**src/shared/crf_consts.svh**
```systemverilog
// Purpose: constants for the processor register set and flag logic
// Assumes: included by bare name from design files
// Notes: flag positions inside the condition flag byte
`ifndef CRF_CONSTS_SVH
`define CRF_CONSTS_SVH
`define CRF_FLG_HALT_INH 7
`define CRF_FLG_HP_MASK 6
`define CRF_FLG_HALF 5
`define CRF_FLG_IRQ_MASK 4
`define CRF_FLG_NEG 3
`define CRF_FLG_ZERO 2
`define CRF_FLG_OVF 1
`define CRF_FLG_CARRY 0
`define CRF_QUEUE_MIN 3
`define CRF_EXT_W 20
`endif

```
**src/shared/crf_pkg.sv**
```systemverilog
// Purpose: types for the processor register set
// Assumes: nothing
// Notes: register select codes used by the write port
package crf_pkg;
   typedef enum logic [3:0] {
      CRF_SEL_NONE = 4'h0,
      CRF_SEL_ACC_HI = 4'h1,
      CRF_SEL_ACC_LO = 4'h2,
      CRF_SEL_DBL = 4'h3,
      CRF_SEL_IDX1 = 4'h4,
      CRF_SEL_IDX2 = 4'h5,
      CRF_SEL_STACK = 4'h6,
      CRF_SEL_PC = 4'h7,
      CRF_SEL_FLAGS = 4'h8
   } crf_sel_t;
   typedef enum logic [2:0] {
      CRF_OP_NONE = 3'h0,
      CRF_OP_ADD8 = 3'h1,
      CRF_OP_ADC8 = 3'h2,
      CRF_OP_SUB8 = 3'h3,
      CRF_OP_DAA = 3'h4,
      CRF_OP_ADD16 = 3'h5,
      CRF_OP_SUB16 = 3'h6
   } crf_op_t;
   typedef enum logic [1:0] {
      CRF_BASE_IDX1 = 2'h0,
      CRF_BASE_IDX2 = 2'h1,
      CRF_BASE_STACK = 2'h2,
      CRF_BASE_PC = 2'h3
   } crf_base_t;
   typedef enum logic [1:0] {
      CRF_OFS_CONST = 2'h0,
      CRF_OFS_ACC_HI = 2'h1,
      CRF_OFS_ACC_LO = 2'h2,
      CRF_OFS_DBL = 2'h3
   } crf_ofs_t;
   typedef struct packed {
      logic [7:0] acc_hi;
      logic [7:0] acc_lo;
      logic [15:0] idx1;
      logic [15:0] idx2;
      logic [15:0] stack;
      logic [15:0] pc;
      logic [7:0] flags;
      logic [15:0] ea;
      logic ea_ok;
      logic halt_ok;
      logic hp_irq_ok;
      logic irq_ok;
   } crf_state_t;
endpackage : crf_pkg

```
**src/shared/crf_alu_if.sv**
```systemverilog
// Purpose: carrier between register file and its flag adder
// Assumes: one clock domain
// Notes: purely combinational signals
`timescale 1ns/1ps
`default_nettype none
interface crf_alu_if;
   import crf_pkg::*;
   crf_op_t op;
   logic [15:0] a;
   logic [15:0] b;
   logic cin;
   logic half_in;
   logic [15:0] res;
   logic [7:0] flags;
   logic [7:0] flag_mask;
   modport regs (output op, a, b, cin, half_in, input res, flags, flag_mask);
   modport alu (input op, a, b, cin, half_in, output res, flags, flag_mask);
endinterface : crf_alu_if
`default_nettype wire

```
**src/design/crf_regs.sv**
```systemverilog
// Purpose: programmer-visible register set with condition flags
// Assumes: driven only by the instruction datapath on the same clock
// Notes: reset sets the two interrupt mask flags and clears the three gates and ea_ok
`timescale 1ns/1ps
`default_nettype none
`include "crf_consts.svh"
module crf_regs
   import crf_pkg::*;
(
   input wire logic i_sys_clk,
   input wire logic i_rst_n,
   input wire crf_sel_t i_wr_sel,
   input wire logic [15:0] i_wr_data,
   input wire crf_op_t i_op,
   input wire logic [15:0] i_op_b,
   input wire logic i_sp_push,
   input wire logic i_sp_pop,
   input wire logic [3:0] i_sp_step,
   input wire crf_base_t i_ea_base,
   input wire crf_ofs_t i_ea_ofs,
   input wire logic [15:0] i_ea_const,
   input wire logic i_ea_autoidx,
   input wire logic i_halt_req,
   input wire logic i_hp_irq_req,
   input wire logic i_irq_req,
   output logic [7:0] o_acc_hi,
   output logic [7:0] o_acc_lo,
   output logic [15:0] o_dbl_acc,
   output logic [15:0] o_idx1,
   output logic [15:0] o_idx2,
   output logic [15:0] o_stack,
   output logic [15:0] o_pc,
   output logic [7:0] o_flags,
   output logic [15:0] o_ea,
   output logic o_ea_ok,
   output logic o_halt_ok,
   output logic o_hp_irq_ok,
   output logic o_irq_ok
);
   // -------------------------------------------------------------
   // state and helpers
   // -------------------------------------------------------------
   crf_state_t s_q;
   crf_state_t s_d;
   crf_alu_if alu_bus ();
   logic [15:0] base_val;
   logic [15:0] ofs_val;

   // 16-bit word written as one unit keeps both bytes together
   function automatic logic [15:0] crf_word(input logic [7:0] hi, input logic [7:0] lo);
      crf_word = {hi, lo};
   endfunction : crf_word

   // 16-bit ops write both accumulators, 8-bit ops only the high one
   function automatic logic crf_is_wide(input crf_op_t op);
      crf_is_wide = (op == CRF_OP_ADD16) || (op == CRF_OP_SUB16);
   endfunction : crf_is_wide

   crf_alu u_alu (
      .bus(alu_bus)
   );

   // adder operands; accumulator ops target the high accumulator
   always_comb
   begin
      alu_bus.op = i_op;
      alu_bus.a = crf_is_wide(i_op)
                  ? crf_word(s_q.acc_hi, s_q.acc_lo) : {8'h00, s_q.acc_hi};
      alu_bus.b = i_op_b;
      alu_bus.cin = s_q.flags[`CRF_FLG_CARRY];
      alu_bus.half_in = s_q.flags[`CRF_FLG_HALF];
   end

   // -------------------------------------------------------------
   // effective address
   // -------------------------------------------------------------
   // pc may not be auto-indexed, so that base is refused
   always_comb
   begin
      case (i_ea_base)
         CRF_BASE_IDX1: base_val = s_q.idx1;
         CRF_BASE_IDX2: base_val = s_q.idx2;
         CRF_BASE_STACK: base_val = s_q.stack;
         CRF_BASE_PC: base_val = s_q.pc;
         default: base_val = 16'h0000;
      endcase
      case (i_ea_ofs)
         CRF_OFS_CONST: ofs_val = i_ea_const;
         CRF_OFS_ACC_HI: ofs_val = {8'h00, s_q.acc_hi};
         CRF_OFS_ACC_LO: ofs_val = {8'h00, s_q.acc_lo};
         CRF_OFS_DBL: ofs_val = crf_word(s_q.acc_hi, s_q.acc_lo);
         default: ofs_val = 16'h0000;
      endcase
   end

   // -------------------------------------------------------------
   // next state
   // -------------------------------------------------------------
   // datapath write wins over arithmetic on the same register
   always_comb
   begin
      s_d = s_q;
      s_d.ea = base_val + ofs_val;
      s_d.ea_ok = !(i_ea_autoidx && i_ea_base == CRF_BASE_PC);
      if (i_op != CRF_OP_NONE)
      begin
         if (crf_is_wide(i_op))
         begin
            s_d.acc_hi = alu_bus.res[15:8];
            s_d.acc_lo = alu_bus.res[7:0];
         end
         else
         begin
            s_d.acc_hi = alu_bus.res[7:0];
         end
         s_d.flags = (s_q.flags & ~alu_bus.flag_mask)
                     | (alu_bus.flags & alu_bus.flag_mask);
      end
      // stack moves for context save and restore
      if (i_sp_push)
      begin
         s_d.stack = s_q.stack - {12'h000, i_sp_step};
      end
      else if (i_sp_pop)
      begin
         s_d.stack = s_q.stack + {12'h000, i_sp_step};
      end
      case (i_wr_sel)
         CRF_SEL_ACC_HI: s_d.acc_hi = i_wr_data[7:0];
         CRF_SEL_ACC_LO: s_d.acc_lo = i_wr_data[7:0];
         CRF_SEL_DBL:
         begin
            s_d.acc_hi = i_wr_data[15:8];
            s_d.acc_lo = i_wr_data[7:0];
         end
         CRF_SEL_IDX1: s_d.idx1 = i_wr_data;
         CRF_SEL_IDX2: s_d.idx2 = i_wr_data;
         CRF_SEL_STACK: s_d.stack = i_wr_data;
         CRF_SEL_PC: s_d.pc = i_wr_data;
         CRF_SEL_FLAGS: s_d.flags = i_wr_data[7:0];
         default: s_d.pc = s_q.pc;
      endcase
      // gates derived from the flags held this cycle, before any write or op lands
      s_d.halt_ok = i_halt_req && !s_q.flags[`CRF_FLG_HALT_INH];
      s_d.hp_irq_ok = i_hp_irq_req && !s_q.flags[`CRF_FLG_HP_MASK];
      s_d.irq_ok = i_irq_req && !s_q.flags[`CRF_FLG_IRQ_MASK];
   end

   // -------------------------------------------------------------
   // registers
   // -------------------------------------------------------------
   // reset sets masks, clears gates and freezes data so no write lands
   always_ff @(posedge i_sys_clk or negedge i_rst_n)
   begin
      if (!i_rst_n)
      begin
         s_q.flags[`CRF_FLG_HP_MASK] <= 1'b1;
         s_q.flags[`CRF_FLG_IRQ_MASK] <= 1'b1;
         s_q.halt_ok <= 1'b0;
         s_q.hp_irq_ok <= 1'b0;
         s_q.irq_ok <= 1'b0;
         s_q.ea_ok <= 1'b0;
      end
      else
      begin
         s_q <= s_d;
      end
   end

   // outputs are flops of the state
   assign o_acc_hi = s_q.acc_hi;
   assign o_acc_lo = s_q.acc_lo;
   assign o_dbl_acc = {s_q.acc_hi, s_q.acc_lo};
   assign o_idx1 = s_q.idx1;
   assign o_idx2 = s_q.idx2;
   assign o_stack = s_q.stack;
   assign o_pc = s_q.pc;
   assign o_flags = s_q.flags;
   assign o_ea = s_q.ea;
   assign o_ea_ok = s_q.ea_ok;
   assign o_halt_ok = s_q.halt_ok;
   assign o_hp_irq_ok = s_q.hp_irq_ok;
   assign o_irq_ok = s_q.irq_ok;
endmodule : crf_regs
`default_nettype wire

```
**src/design/crf_alu.sv**
```systemverilog
// Purpose: arithmetic with flag generation for the register set
// Assumes: operands stable within the cycle
// Notes: flag_mask marks which flags the operation updates
`timescale 1ns/1ps
`default_nettype none
`include "crf_consts.svh"
module crf_alu
   import crf_pkg::*;
(
   crf_alu_if.alu bus
);
   // -------------------------------------------------------------
   // flag arithmetic
   // -------------------------------------------------------------
   logic [`CRF_EXT_W-1:0] sum;
   logic [4:0] nib;
   logic [7:0] adj;
   logic msb_a;
   logic msb_b;
   logic msb_r;
   logic wide;
   logic sub;
   // one adder serves every op; subtraction by inverted operand
   always_comb
   begin
      wide = (bus.op == CRF_OP_ADD16) || (bus.op == CRF_OP_SUB16);
      sub = (bus.op == CRF_OP_SUB8) || (bus.op == CRF_OP_SUB16);
      sum = '0;
      nib = '0;
      adj = 8'h00;
      bus.res = 16'h0000;
      bus.flags = 8'h00;
      bus.flag_mask = 8'h00;
      msb_a = 1'b0;
      msb_b = 1'b0;
      msb_r = 1'b0;
      case (bus.op)
         CRF_OP_ADD8, CRF_OP_ADC8, CRF_OP_SUB8:
         begin
            sum = {12'h000, bus.a[7:0]} + (sub ? {12'h000, ~bus.b[7:0]} : {12'h000, bus.b[7:0]})
                  + {19'h00000, (bus.op == CRF_OP_ADC8) ? bus.cin : sub};
            nib = {1'b0, bus.a[3:0]} + {1'b0, bus.b[3:0]}
                  + {4'h0, (bus.op == CRF_OP_ADC8) & bus.cin};
            bus.res = {8'h00, sum[7:0]};
            msb_a = bus.a[7];
            msb_b = sub ? ~bus.b[7] : bus.b[7];
            msb_r = sum[7];
            bus.flags[`CRF_FLG_CARRY] = sub ? ~sum[8] : sum[8];
            bus.flags[`CRF_FLG_HALF] = nib[4];
            bus.flag_mask = sub ? 8'h0f : 8'h2f;
         end
         CRF_OP_DAA:
         begin
            // correction uses half carry and carry together
            adj[3:0] = (bus.half_in || bus.a[3:0] > 4'h9) ? 4'h6 : 4'h0;
            adj[7:4] = (bus.cin || bus.a[7:4] > 4'h9 ||
                        (bus.a[7:4] > 4'h8 && bus.a[3:0] > 4'h9)) ? 4'h6 : 4'h0;
            sum = {12'h000, bus.a[7:0]} + {12'h000, adj};
            bus.res = {8'h00, sum[7:0]};
            msb_r = sum[7];
            bus.flags[`CRF_FLG_CARRY] = bus.cin | sum[8];
            bus.flag_mask = 8'h0d;
         end
         CRF_OP_ADD16, CRF_OP_SUB16:
         begin
            sum = {4'h0, bus.a} + (sub ? {4'h0, ~bus.b} : {4'h0, bus.b})
                  + {19'h00000, sub};
            bus.res = sum[15:0];
            msb_a = bus.a[15];
            msb_b = sub ? ~bus.b[15] : bus.b[15];
            msb_r = sum[15];
            bus.flags[`CRF_FLG_CARRY] = sub ? ~sum[16] : sum[16];
            bus.flag_mask = 8'h0f;
         end
         default:
         begin
            bus.res = 16'h0000;
         end
      endcase
      bus.flags[`CRF_FLG_NEG] = msb_r;
      bus.flags[`CRF_FLG_ZERO] = wide ? (bus.res == 16'h0000) : (bus.res[7:0] == 8'h00);
      bus.flags[`CRF_FLG_OVF] = (bus.op == CRF_OP_DAA) ? 1'b0
                                : (msb_a == msb_b) && (msb_r != msb_a);
   end
endmodule : crf_alu
`default_nettype wire

```
**config.mk**
```make
export PLATFORM = sky130hd
export DESIGN_NAME = crf_regs
export DESIGN_NICKNAME = d
export VERILOG_FILES = /design/src/shared/crf_pkg.sv /design/src/shared/crf_alu_if.sv /design/src/design/crf_regs.sv /design/src/design/crf_alu.sv
export VERILOG_INCLUDE_DIRS = /design/src /design/src/shared
export SDC_FILE = /design/constraint.sdc
export NUM_CORES = 1
export LEC_CHECK = 0
export BUFFER_PORTS_ARGS = -buffer_cell sky130_fd_sc_hd__buf_2
export CORE_AREA = 2 2 147 149
export CTS_CLUSTER_SIZE = 28
export DETAILED_ROUTE_END_ITERATION = 8
export DIE_AREA = 0 0 149 151
export GPL_TIMING_DRIVEN = 0
export MAX_ROUTING_LAYER = met4
export SYNTH_ARGS = -nofsm -noshare
export SYNTH_HDL_FRONTEND = slang
export SYNTH_SLANG_ARGS = --single-unit
```
**constraint.sdc**
```tcl
create_clock -name i_sys_clk -period 4.3 [get_ports i_sys_clk]
set_clock_uncertainty 0.2 [all_clocks]
set_input_delay 0.86 -clock i_sys_clk [delete_from_list [all_inputs] [get_ports i_sys_clk]]
set_output_delay 0.86 -clock i_sys_clk [all_outputs]
set_load 0.1 [all_outputs]
```
==> reports/metrics.yaml, run 1 <==
status: "complete, no violations"
dr_total_vias: 7249
clk_latency_ps: 360
synth_most_common_cell: "edfxtp_1"
n_antenna_cell: 0
power_density_nw_per_um2: 510
num_rows: 53
dp.cells: 1269
pwr-share-clk_pct: 15.1
slowest_delay_ps: 430
gr-total-overflow: 0
worstSetupPathType: "input port to flop"
yosysUniqueCellTypes: 78
achievable-frequency_ghz: 0.235
yosysTopAreaCellShare_pct: 37.4
critPathLaunchType: "input port"
grt_use_total_pct: 25.9
final_area_sq_um: 10500
start_util_pct: 39.3
die_h_microns: 151
reg2reg_depth: 16
drc: 0
synth_fp_nets: 936
maxCapViolCount: 0
seq_power_share_pct: 27.9
hold_path.class: "flop to flop"
ys_warn_count: 0
syn_to_final_growth_pct: 28.4
cts-root-buf: "clkbuf_16"
drtIter0Drc: 619
power_switching_share_pct: 49.7
synth_ff_type: "edfxtp_1"
layout_setup_ws_ps: 42.1
cts_tree: "done"
fin_nets: 1168
slew_viol_final: 0
grt_pass1_wl_microns: 41800
htreeDepth: 3
arrival_ps: 4290
drt_wl_total_microns: 28300
pre_cts_ws_ps: -984
crit_cells: 18
fp.dieW_microns: 149
cts_buffers: 9
synthTopCellsByArea: "edfxtp_1, ha_1, xnor2_1"
synth_edf_count: 102
rrSetupSlack_ps: 380
avgSynthCellArea_sq_um: 10.2
finish.utilization_pct: 50.5
min_path_cells: 1
intPower_mw: 2.70
grt_max_degree: 31
synth_commonest_cells: "edfxtp_1, nand2_1, o21ai_0"
drive_gt1_share_pct: 36.7
worstPathMaxFanout: 10
r2r-start: "o_acc_hi[3]$_DFFE_PP_"
yosysTopAreaCell: "edfxtp_1"
cts_buffer_depth: 2
path_delay_family: "simple AND/OR/NAND/NOR gates"
core-area_sq_um: 20800
hold_violations: 0
syn_inst: 805
gp_congestion: 1.01
ys_seq_elements: 108
worst_pin_slew_ps: 1170
combPwrFrac_pct: 57.0
avgViaCountPerCell: 5.50
cts_sinks: 108
ys_async_sr_fraction_pct: 5.56
io_buffer_count: 185
die-area_sq_um: 22500
grt_pass1_vias: 6869
antenna_found_initial: 0
ioPinCount: 195
cp.required_ps: 4330
placedInstanceArea_sq_um: 9670
syn_area_sq_um: 8190
leakage_nw: 4.42
ir_drop_mv: 0.276
wl_per_cell_microns: 21.5
ys_seq_area_share_pct: 39.3
relSlewSlack_pct: 21.4
dpl.hpwl_microns: 22100
finalCritPeriodShare_pct: 99.0
crit_slowest_cell: "fa_2"
drt.antenna.violating_nets: 0
drtPass1Iterations: 5
finalCriticalPeriod_ps: 4260
startpoint: "i_op[1]"
instances_no_fill: 1317
cp_cell_sequence: "buf_12, xnor2_4, nor2_4, clkbuf_16, buf_8, nand2_4, o21ai_4, fa_2, fa_2, o21ai_2, o21ai_2, o21bai_4, or4_4, nor4_4, nand4b_1, nor4b_4, and4bb_1, a22o_1"
endpoint_kind: "flop"
switchingPower_mw: 2.67
clk_pin_slew_ps: 80
critical_path_buf_inv_count: 3
setup_violations: 0
rsz0062_at_grt: "true"
==> sequential cells by signal, summed over array words and instances, names as in the netlist, named ones only <==
register     count
o_halt_ok        1
o_acc_hi         8
o_idx2          16
o_idx1          16
o_ea_ok          1
o_flags          3
o_ea            16
o_hp_irq_ok      1
o_irq_ok         1
o_stack         16
o_pc            16
o_acc_lo         8
==> stage by stage <==
stage | power (mW) | TNS [ps] | hold WS [ps]
final | 5.36 | 0 | 316
after global routing | 5.62 | -166 | 335
after CTS | 5.21 | -75.8 | 322
after detailed placement | 4.34 | -10020 | 302
after global placement | 4.32 | -25360 | 293
after floorplan | 3.75 | -372 | 364
==> layer usage <==
metal,global-route usage (%),up-vias,share of wire (%)
met5,-,-,0
met4,8.00,0,2.4
met3,3.13,42,7.0
met2,39.2,300,45
met1,36.4,3491,46
li1,-,3416,-
==> area by class of cell <==
class / instances / area [sq um]
fillers: 1972 / 10300
multi-input cells: 607 / 4900
flip-flops and latches: 108 / 3220
repair buffers: 225 / 1280
plain buffers: 49 / 349
well taps: 275 / 344
clock buffers: 9 / 225
inverters: 37 / 141
clock inverters: 7 / 51.3
==> worst register-to-register path, cell delays in order (launching register included) <==
cell and delay [ps]:
edfxtp_1 740, o21ai_0 230, o21ai_1 200, or2_4 160, ha_1 160, inv_1 60, fa_2 350, inv_2 70
o21ai_1 80, xnor2_1 220, xnor2_1 80, nand2_1 80, o211ai_1 180, nand4b_1 330, nor4b_4 300, and4bb_1 230
a22o_1 140
==> cells by family after synthesis <==
group                      after synthesis  share of synthesized area (%)
xor gates and xnor gates                65                           7.46
and+or+nand+nor                        231                           13.5
AOI/OAI and AO/OA                      204                           16.5
DFF                                    108                           39.3
buffers and inverters                   90                           5.10
adders and majority gates               64                           10.2
muxes                                   43                           7.86
==> repair_timing <==
item,CTS,global route
setup buffers,20,16
setup endpoints to repair,13,17
hold buffers,0,0
resized for setup,31,69
pin swaps,24,32
==> power groups by stage <==
stage | sequential (mW) | combinational (mW) | clock [mW]
after floorplan | 2.35 | 1.40 | 0
after detailed placement | 1.52 | 2.82 | 0
after global routing | 1.51 | 3.26 | 0.855
after global placement | 1.51 | 2.81 | 0
final | 1.50 | 3.06 | 0.808
after CTS | 1.49 | 2.90 | 0.817
==> how the worst min path moves through the flow <==
stage / start / end / slack, ps
2_1_floorplan: i_rst_n / o_ea_ok$_DFF_PN0_ / 360
3_3_place_gp: o_flags[4]$_DFFE_PN1P_ / o_irq_ok$_DFF_PN0_ / 290
3_5_place_dp: o_flags[4]$_DFFE_PN1P_ / o_irq_ok$_DFF_PN0_ / 300
4_1_cts: o_flags[4]$_DFFE_PN1P_ / o_irq_ok$_DFF_PN0_ / 320
5_1_grt: o_flags[7]$_DFFE_PP_ / o_halt_ok$_DFF_PN0_ / 340
6_report: o_flags[4]$_DFFE_PN1P_ / o_irq_ok$_DFF_PN0_ / 320
==> layout by cell type, fill, tap and decap left out, types with 15 or more instances in the layout <==
cell	instances
nand2_1	77
edfxtp_1	102
a21oi_1	34
buf_2	185
mux4_2	16
o21ai_0	48
buf_4	56
inv_1	32
nor2_1	51
xnor2_1	44
nor2b_1	15
nor3_1	15
ha_1	51
Power figures use the tool's default switching activity.
==> run 2, diff against run 1 <==
--- a/config.mk
+++ b/config.mk
@@ -13,6 +13,7 @@
 export DIE_AREA = 0 0 149 151
 export GPL_TIMING_DRIVEN = 0
 export MAX_ROUTING_LAYER = met4
+export SETUP_SLACK_MARGIN = 0.5
 export SYNTH_ARGS = -nofsm -noshare
 export SYNTH_HDL_FRONTEND = slang
 export SYNTH_SLANG_ARGS = --single-unit
==> run 2 against run 1 <==
Net effect: first-iteration DRC count grew 14%; the flow now finishes with violations (setup timing); hold slack lost 12 ps; worst setup slack lost 130 ps; non-clock buffer count grew 24; via count grew 3.7%.
==> reports/metrics.yaml, run 2 (synthesized netlist as in run 1, its figures left out) <==
start_util_pct: 39.3  # unchanged
worst_pin_slew_ps: 1290  # +121 ps
io_buffer_count: 185  # unchanged
cts_tree: "done"
wl_met2_microns: 13100  # +3.3%
mostFrequentLayoutCell: "buf_2"
avgViaCountPerCell: 5.59  # +1.6%
highest_layer: "met4"
min_path_cells: 1  # unchanged
layout_setup_ws_ps: -88.3  # -130 ps
cts_buffer_depth: 2  # unchanged
drc: 0  # unchanged
wl_per_cell_microns: 21.4  # -0.59%
relSlewSlack_pct: 13.3  # -8.1 points
whs_endpoint: "o_halt_ok$_DFF_PN0_"
achievable-frequency_ghz: 0.228  # -3.0%
cts-root-buf: "clkbuf_16"
endpoint_kind: "flop"
htreeDepth: 3  # unchanged
drtIter0Drc: 706  # +14%
syn_to_final_growth_pct: 35.3
grt_max_degree: 31  # unchanged
switchingPower_mw: 2.72  # +2.0%
leakage_nw: 4.65  # +5.2%
drt.antenna.violating_nets: 0  # unchanged
critPathLaunchType: "input port"
dpl.hpwl_microns: 21500  # -2.8%
drt_wl_total_microns: 28700  # +1.4%
dr_total_vias: 7514  # +3.7%
grt_use_total_pct: 25.6  # -0.23 points
cp.required_ps: 4330  # about the same
maxCapViolCount: 0  # unchanged
die-area_sq_um: 22500  # unchanged
clk_latency_ps: 360  # about the same
route.met3.wl_microns: 2670  # +34%
rsz0062_at_grt: "true"
seq_power_share_pct: 26.6  # -1.3 points
reg2reg_depth: 16  # unchanged
worstSetupPathType: "input port to flop"
setup_violations: 1  # +1
postCtsHoldBufs: 0  # unchanged
hold_violations: 0  # unchanged
wl_met1_microns: 12000  # -7.5%
drtPass1Iterations: 6  # +1
arrival_ps: 4420  # +130 ps
drive_gt1_share_pct: 41.5  # +4.8 points
power_density_nw_per_um2: 508  # -0.35%
grt_pass1_wl_microns: 41500  # -0.83%
cts_sinks: 108  # unchanged
pwr-share-clk_pct: 15.8  # +0.7 points
core-area_sq_um: 20800  # unchanged
ir_drop_mv: 0.306  # +11%
cp_cell_sequence: "buf_12, buf_12, xnor2_4, nor2_2, buf_6, clkbuf_16, buf_12, nand2_4, o21ai_4, fa_2, fa_2, o21ai_1, o21ai_1, o21bai_4, or4_4, nor4_4, nand4b_1, nor4b_2, and4bb_1, a22o_1"
grt_pass1_vias: 6987  # +1.7%
r2r-start: "o_acc_hi[0]$_DFFE_PP_"
clk_pin_slew_ps: 70  # about the same
num_rows: 53  # unchanged
cpMostUsedCell: "buf_12"
gp_congestion: 0.923  # -8.8%
total_power_mw: 5.63  # +5.1%
hold_path.class: "flop to flop"
gr-total-overflow: 0  # unchanged
combPwrFrac_pct: 57.5  # +0.5 points
finalCriticalPeriod_ps: 4390  # +130 ps
status: "finished, violations left"
violations: "setup timing"
finalCritPeriodShare_pct: 102  # +3.0 points
worstPathMaxFanout: 6  # -4
antenna_found_initial: 1  # +1
fp.dieW_microns: 149  # unchanged
crit_slowest_cell: "or4_4"
fin_nets: 1192  # +2.1%
rrSetupSlack_ps: 500  # +120 ps
intPower_mw: 2.91  # +8.1%
slew_viol_final: 0  # unchanged
slowest_delay_ps: 430  # about the same
cts_buffers: 9  # unchanged
ioPinCount: 195  # unchanged
holdCritStartpoint: "o_flags[7]$_DFFE_PP_"
power_switching_share_pct: 48.3  # -1.5 points
die_h_microns: 151  # unchanged
final_cell_mix: "buf_2, edfxtp_1, nand2_1"
fin_tns_setup_ps: -88.3  # -88.3 ps
-- run 2: metal layers --
layer  track usage [%]  vias to the layer above
li1                  -                     3468
met1              33.5                     3606
met2              39.8                      372
met3              6.30                       68
met4              7.43                        0
met5                 -                        -
-- run 2: worst max-delay path, delay by kind of cell --
family | cells | cell delay (ps)
AOI/OAI and AO/OA | 5 | 570
xor gates and xnor gates | 1 | 150
and+or+nand+nor | 7 | 1370
adders and majority gates | 2 | 830
buffers and inverters | 5 | 620
-- run 2: how the worst max path moves through the flow --
stage,startpoint,end,slack (ps)
3_3_place_gp,i_op[0],flop,-980
4_1_cts,i_op[0],flop,-30
6_report,i_op[0],flop,-90
2_1_floorplan,i_op[0],flop,-310
5_1_grt,i_op[0],flop,-150
3_5_place_dp,i_op[0],flop,-980
-- run 2: through the flow --
step / std cells / setup slack [ps] / cell area (sq um) / utilization (%) / hold WS (ps)
final: 1343 / -88.3 / 11100 / 53.2 / 304
after global routing: 1342 / -150 / 11100 / 53.2 / 322
after detailed placement: 1268 / -984 / 9750 / 46.8 / 283
after CTS: 1320 / -29.2 / 10600 / 51.1 / 296
after floorplan: 805 / -307 / 8420 / - / 364
after global placement: 1265 / -978 / 9690 / 46.5 / 287
-- run 2: cell type report --
class	instances	area (sq um)
clock buffer	12	236
multi-input combinational	607	5160
antenna	2	5.00
tap	275	344
sequential	108	3220
buffer	53	425
timing repair buffer	245	1480
inverter	37	141
fill	1885	9740
clock inverter	4	76.3
-- run 2: repair_timing --
action                     CTS  global route
gates resized for setup     71            59
pin swaps                   43            58
buffers inserted            36            21
setup endpoints to repair   23            24
gates cloned                 0             0
-- run 2: power by group through the flow --
stage	logic [mW]	registers [mW]	clock network, mW
2_1_floorplan	1.44	2.35	0
3_3_place_gp	2.84	1.52	0
3_5_place_dp	2.85	1.52	0
4_1_cts	3.05	1.50	0.902
5_1_grt	3.43	1.51	0.946
6_report	3.24	1.50	0.892
==> run 3, diff against run 2 <==
--- a/config.mk
+++ b/config.mk
@@ -6,6 +6,7 @@
 export SDC_FILE = /design/constraint.sdc
 export NUM_CORES = 1
 export LEC_CHECK = 0
+export ABC_AREA = 1
 export BUFFER_PORTS_ARGS = -buffer_cell sky130_fd_sc_hd__buf_2
 export CORE_AREA = 2 2 147 149
 export CTS_CLUSTER_SIZE = 28
==> run 3 against run 2 <==
Net effect: the flow now finishes without violations; worst setup slack gained 660 ps; critical path type unchanged; first-iteration DRC count shrank 0.57%; die area is the same.
==> reports/metrics.yaml, run 3 <==
setup_violations: 0  # -1
synth_most_common_cell: "nand2_1"
syn_area_sq_um: 8280  # +1.2%
arrival_ps: 3620  # -800 ps
min_path_cells: 2  # +1
finish.utilization_pct: 50.0  # -3.2 points
worst_pin_slew_ps: 1190  # -100 ps
critical_path_buf_inv_count: 3  # -2
grt_use_total_pct: 25.0  # -0.62 points
cts_buffer_depth: 2  # unchanged
drtIter0Drc: 702  # -0.57%
power_density_nw_per_um2: 482  # -5.3%
core-area_sq_um: 20800  # unchanged
rsz0062_at_grt: "true"
dr_total_vias: 8059  # +7.3%
hold_path.class: "flop to flop"
cp.required_ps: 4190  # -140 ps
cp_cell_sequence: "buf_2, inv_1, clkbuf_2, o21ai_0, a31oi_1, ha_1, a21oi_1, o21ai_2, a21boi_1, o21ai_1, a21boi_1, o21ai_1, a21oi_1, nor2_1, nor2_1, xor2_1"
finalCriticalPeriod_ps: 3730  # -660 ps
ys_seq_area_share_pct: 38.8  # -0.46 points
htreeDepth: 3  # unchanged
ys_warn_count: 0  # unchanged
achievable-frequency_ghz: 0.268  # +18%
drtPass1Iterations: 5  # -1
cts_buffers: 9  # unchanged
crit_slowest_cell: "ha_1"
ir_drop_mv: 0.308  # +0.73%
io_buffer_count: 192  # +3.8%
cts_sinks: 108  # unchanged
cts_tree: "done"
antenna_found_initial: 0  # -1
fillCellCount: 2115  # +12%
slowest_delay_ps: 390  # -40 ps
drc: 0  # unchanged
ys_seq_elements: 108  # unchanged
leakage_nw: 4.91  # +5.7%
drt.antenna.violating_nets: 0  # unchanged
grt_pass1_vias: 7170  # +2.6%
relSlewSlack_pct: 19.9  # +6.6 points
dpl.hpwl_microns: 22800  # +6.2%
fp.dieW_microns: 149  # unchanged
reg2reg_depth: 19  # +3
yosysTopAreaCellShare_pct: 37.0  # -0.44 points
postCtsHoldBufs: 0  # unchanged
mostFrequentLayoutCell: "nand2_1"
num_rows: 53  # unchanged
crit_cells: 16  # -20%
avgViaCountPerCell: 5.17  # -7.5%
n_antenna_cell: 0  # -2
placedInstanceArea_sq_um: 9630  # -1.2%
status: "complete, no violations"
final_cell_mix: "nand2_1, buf_2, inv_1"
fin_nets: 1409  # +18%
synth_fp_nets: 1179  # +26%
ioPinCount: 195  # unchanged
hold_violations: 0  # unchanged
wl_per_cell_microns: 18.2  # -15%
critPathLaunchType: "input port"
gp_congestion: 0.905  # -2.0%
dp.cells: 1517  # +20%
synthTopCellsByArea: "edfxtp_1, nand2_1, ha_1"
worstPathMaxFanout: 10  # +4
hold_ws_ps: 317  # +13.6 ps
clk_latency_ps: 340  # -20 ps
avgSynthCellArea_sq_um: 7.90  # -22%
endpoint_kind: "flop"
slew_viol_final: 0  # unchanged
worstSetupPathType: "input port to flop"
total_power_mw: 5.02  # -11%
synth_ff_type: "edfxtp_1"
maxCapViolCount: 0  # unchanged
drt_wl_total_microns: 28300  # -1.4%
die_h_microns: 151  # unchanged
instances_no_fill: 1558  # +16%
grt_max_degree: 27  # -13%
path_delay_family: "compound AO/OA/AOI/OAI gates"
start_util_pct: 39.8  # +0.46 points
clk_pin_slew_ps: 70  # about the same
final_area_sq_um: 10400  # -6.0%
drive_gt1_share_pct: 27.3  # -14 points
finalCritPeriodShare_pct: 86.7  # -15 points
synth_edf_count: 102  # unchanged
die-area_sq_um: 22500  # unchanged
syn_to_final_growth_pct: 25.8
yosysUniqueCellTypes: 47  # -40%
synth_commonest_cells: "nand2_1, inv_1, edfxtp_1"
yosysTopAreaCell: "edfxtp_1"
gr-total-overflow: 0  # unchanged
cts-root-buf: "clkbuf_16"
grt_pass1_wl_microns: 41200  # -0.63%
ys_async_sr_fraction_pct: 5.56  # unchanged
syn_inst: 1048  # +30%
run 3: cell types whose count changed after synthesis, moves of 16 or more:
cell / before / now
nand2_1: 83 / 244
inv_1: 34 / 131
nand3_1: 9 / 78
o21ai_0: 57 / 90
xnor2_1: 47 / 23
a21oi_1: 43 / 62
nor2_1: 55 / 73
mux2i_1: 17 / 0
mux4_2: 16 / 0
nor2b_1: 16 / 0
run 3: layer usage:
metal | share of wire [%] | vias to the layer above | GRT usage, %
met3 | 7.1 | 32 | 2.83
met1 | 46 | 3698 | 35.4
met4 | 1.8 | 0 | 5.95
met2 | 46 | 335 | 38.6
met5 | 0 | - | -
li1 | - | 3994 | -
run 3: report_power, final:
part           internal, mW  switching (mW)  total (mW)
registers              1.34           0.108        1.45
logic                 0.693            2.04        2.73
clock network         0.485           0.353       0.838
run 3: final timing paths:
check | end | from | slack [ps]
worst max-delay path | o_ea[14]$_DFFE_PP_ | i_ea_base[1] | 570
worst min-delay path | o_flags[6]$_DFFE_PN1P_ | o_flags[6]$_DFFE_PN1P_ | 320
worst min register to register | o_flags[6]$_DFFE_PN1P_ | o_flags[6]$_DFFE_PN1P_ | 320
max in group asynchronous | o_irq_ok$_DFF_PN0_ | i_rst_n | 3140
min in group asynchronous | o_ea_ok$_DFF_PN0_ | i_rst_n | 330
worst max register to register | flop | o_acc_hi[2]$_DFFE_PP_ | 880
run 3: logic make-up after synthesis:
kind of cell    share of synthesized area (%)
compound gates                           14.3
flops                                    38.8
buf+inv                                  9.11
xor+xnor                                 4.34
simple gates                             23.9
fa+ha+maj                                9.61
run 3: layout make-up:
class                      instances  area [sq um]  area share (%)
sequential                       108          3220            30.9
buffer                            37           289            2.77
clock buffer                      15           268            2.57
clock inverter                     1          30.0           0.288
timing repair buffer             219          1200            11.5
tap                              275           344            3.30
multi-input combinational        764          4530            43.5
inverter                         139           544            5.22
run 3: per-stage QoR:
step	setup slack (ps)	setup TNS, ps
global route	399	0
finish	571	0
CTS	319	0
floorplan	518	0
global placement	-263	-852
detailed placement	-289	-1060
run 3: tightest hold or removal path, stage by stage (launching register included):
cell and delay (ps):
dfstp_2 390, nand2_1 60, o21ai_0 70
run 3: timing repair:
action,4_1_cts,5_1_grt
resized for setup,19,80
endpoints found under the hold margin,0,0
setup buffers,0,25
endpoints found under the setup margin,14,19
pin swaps,2,20
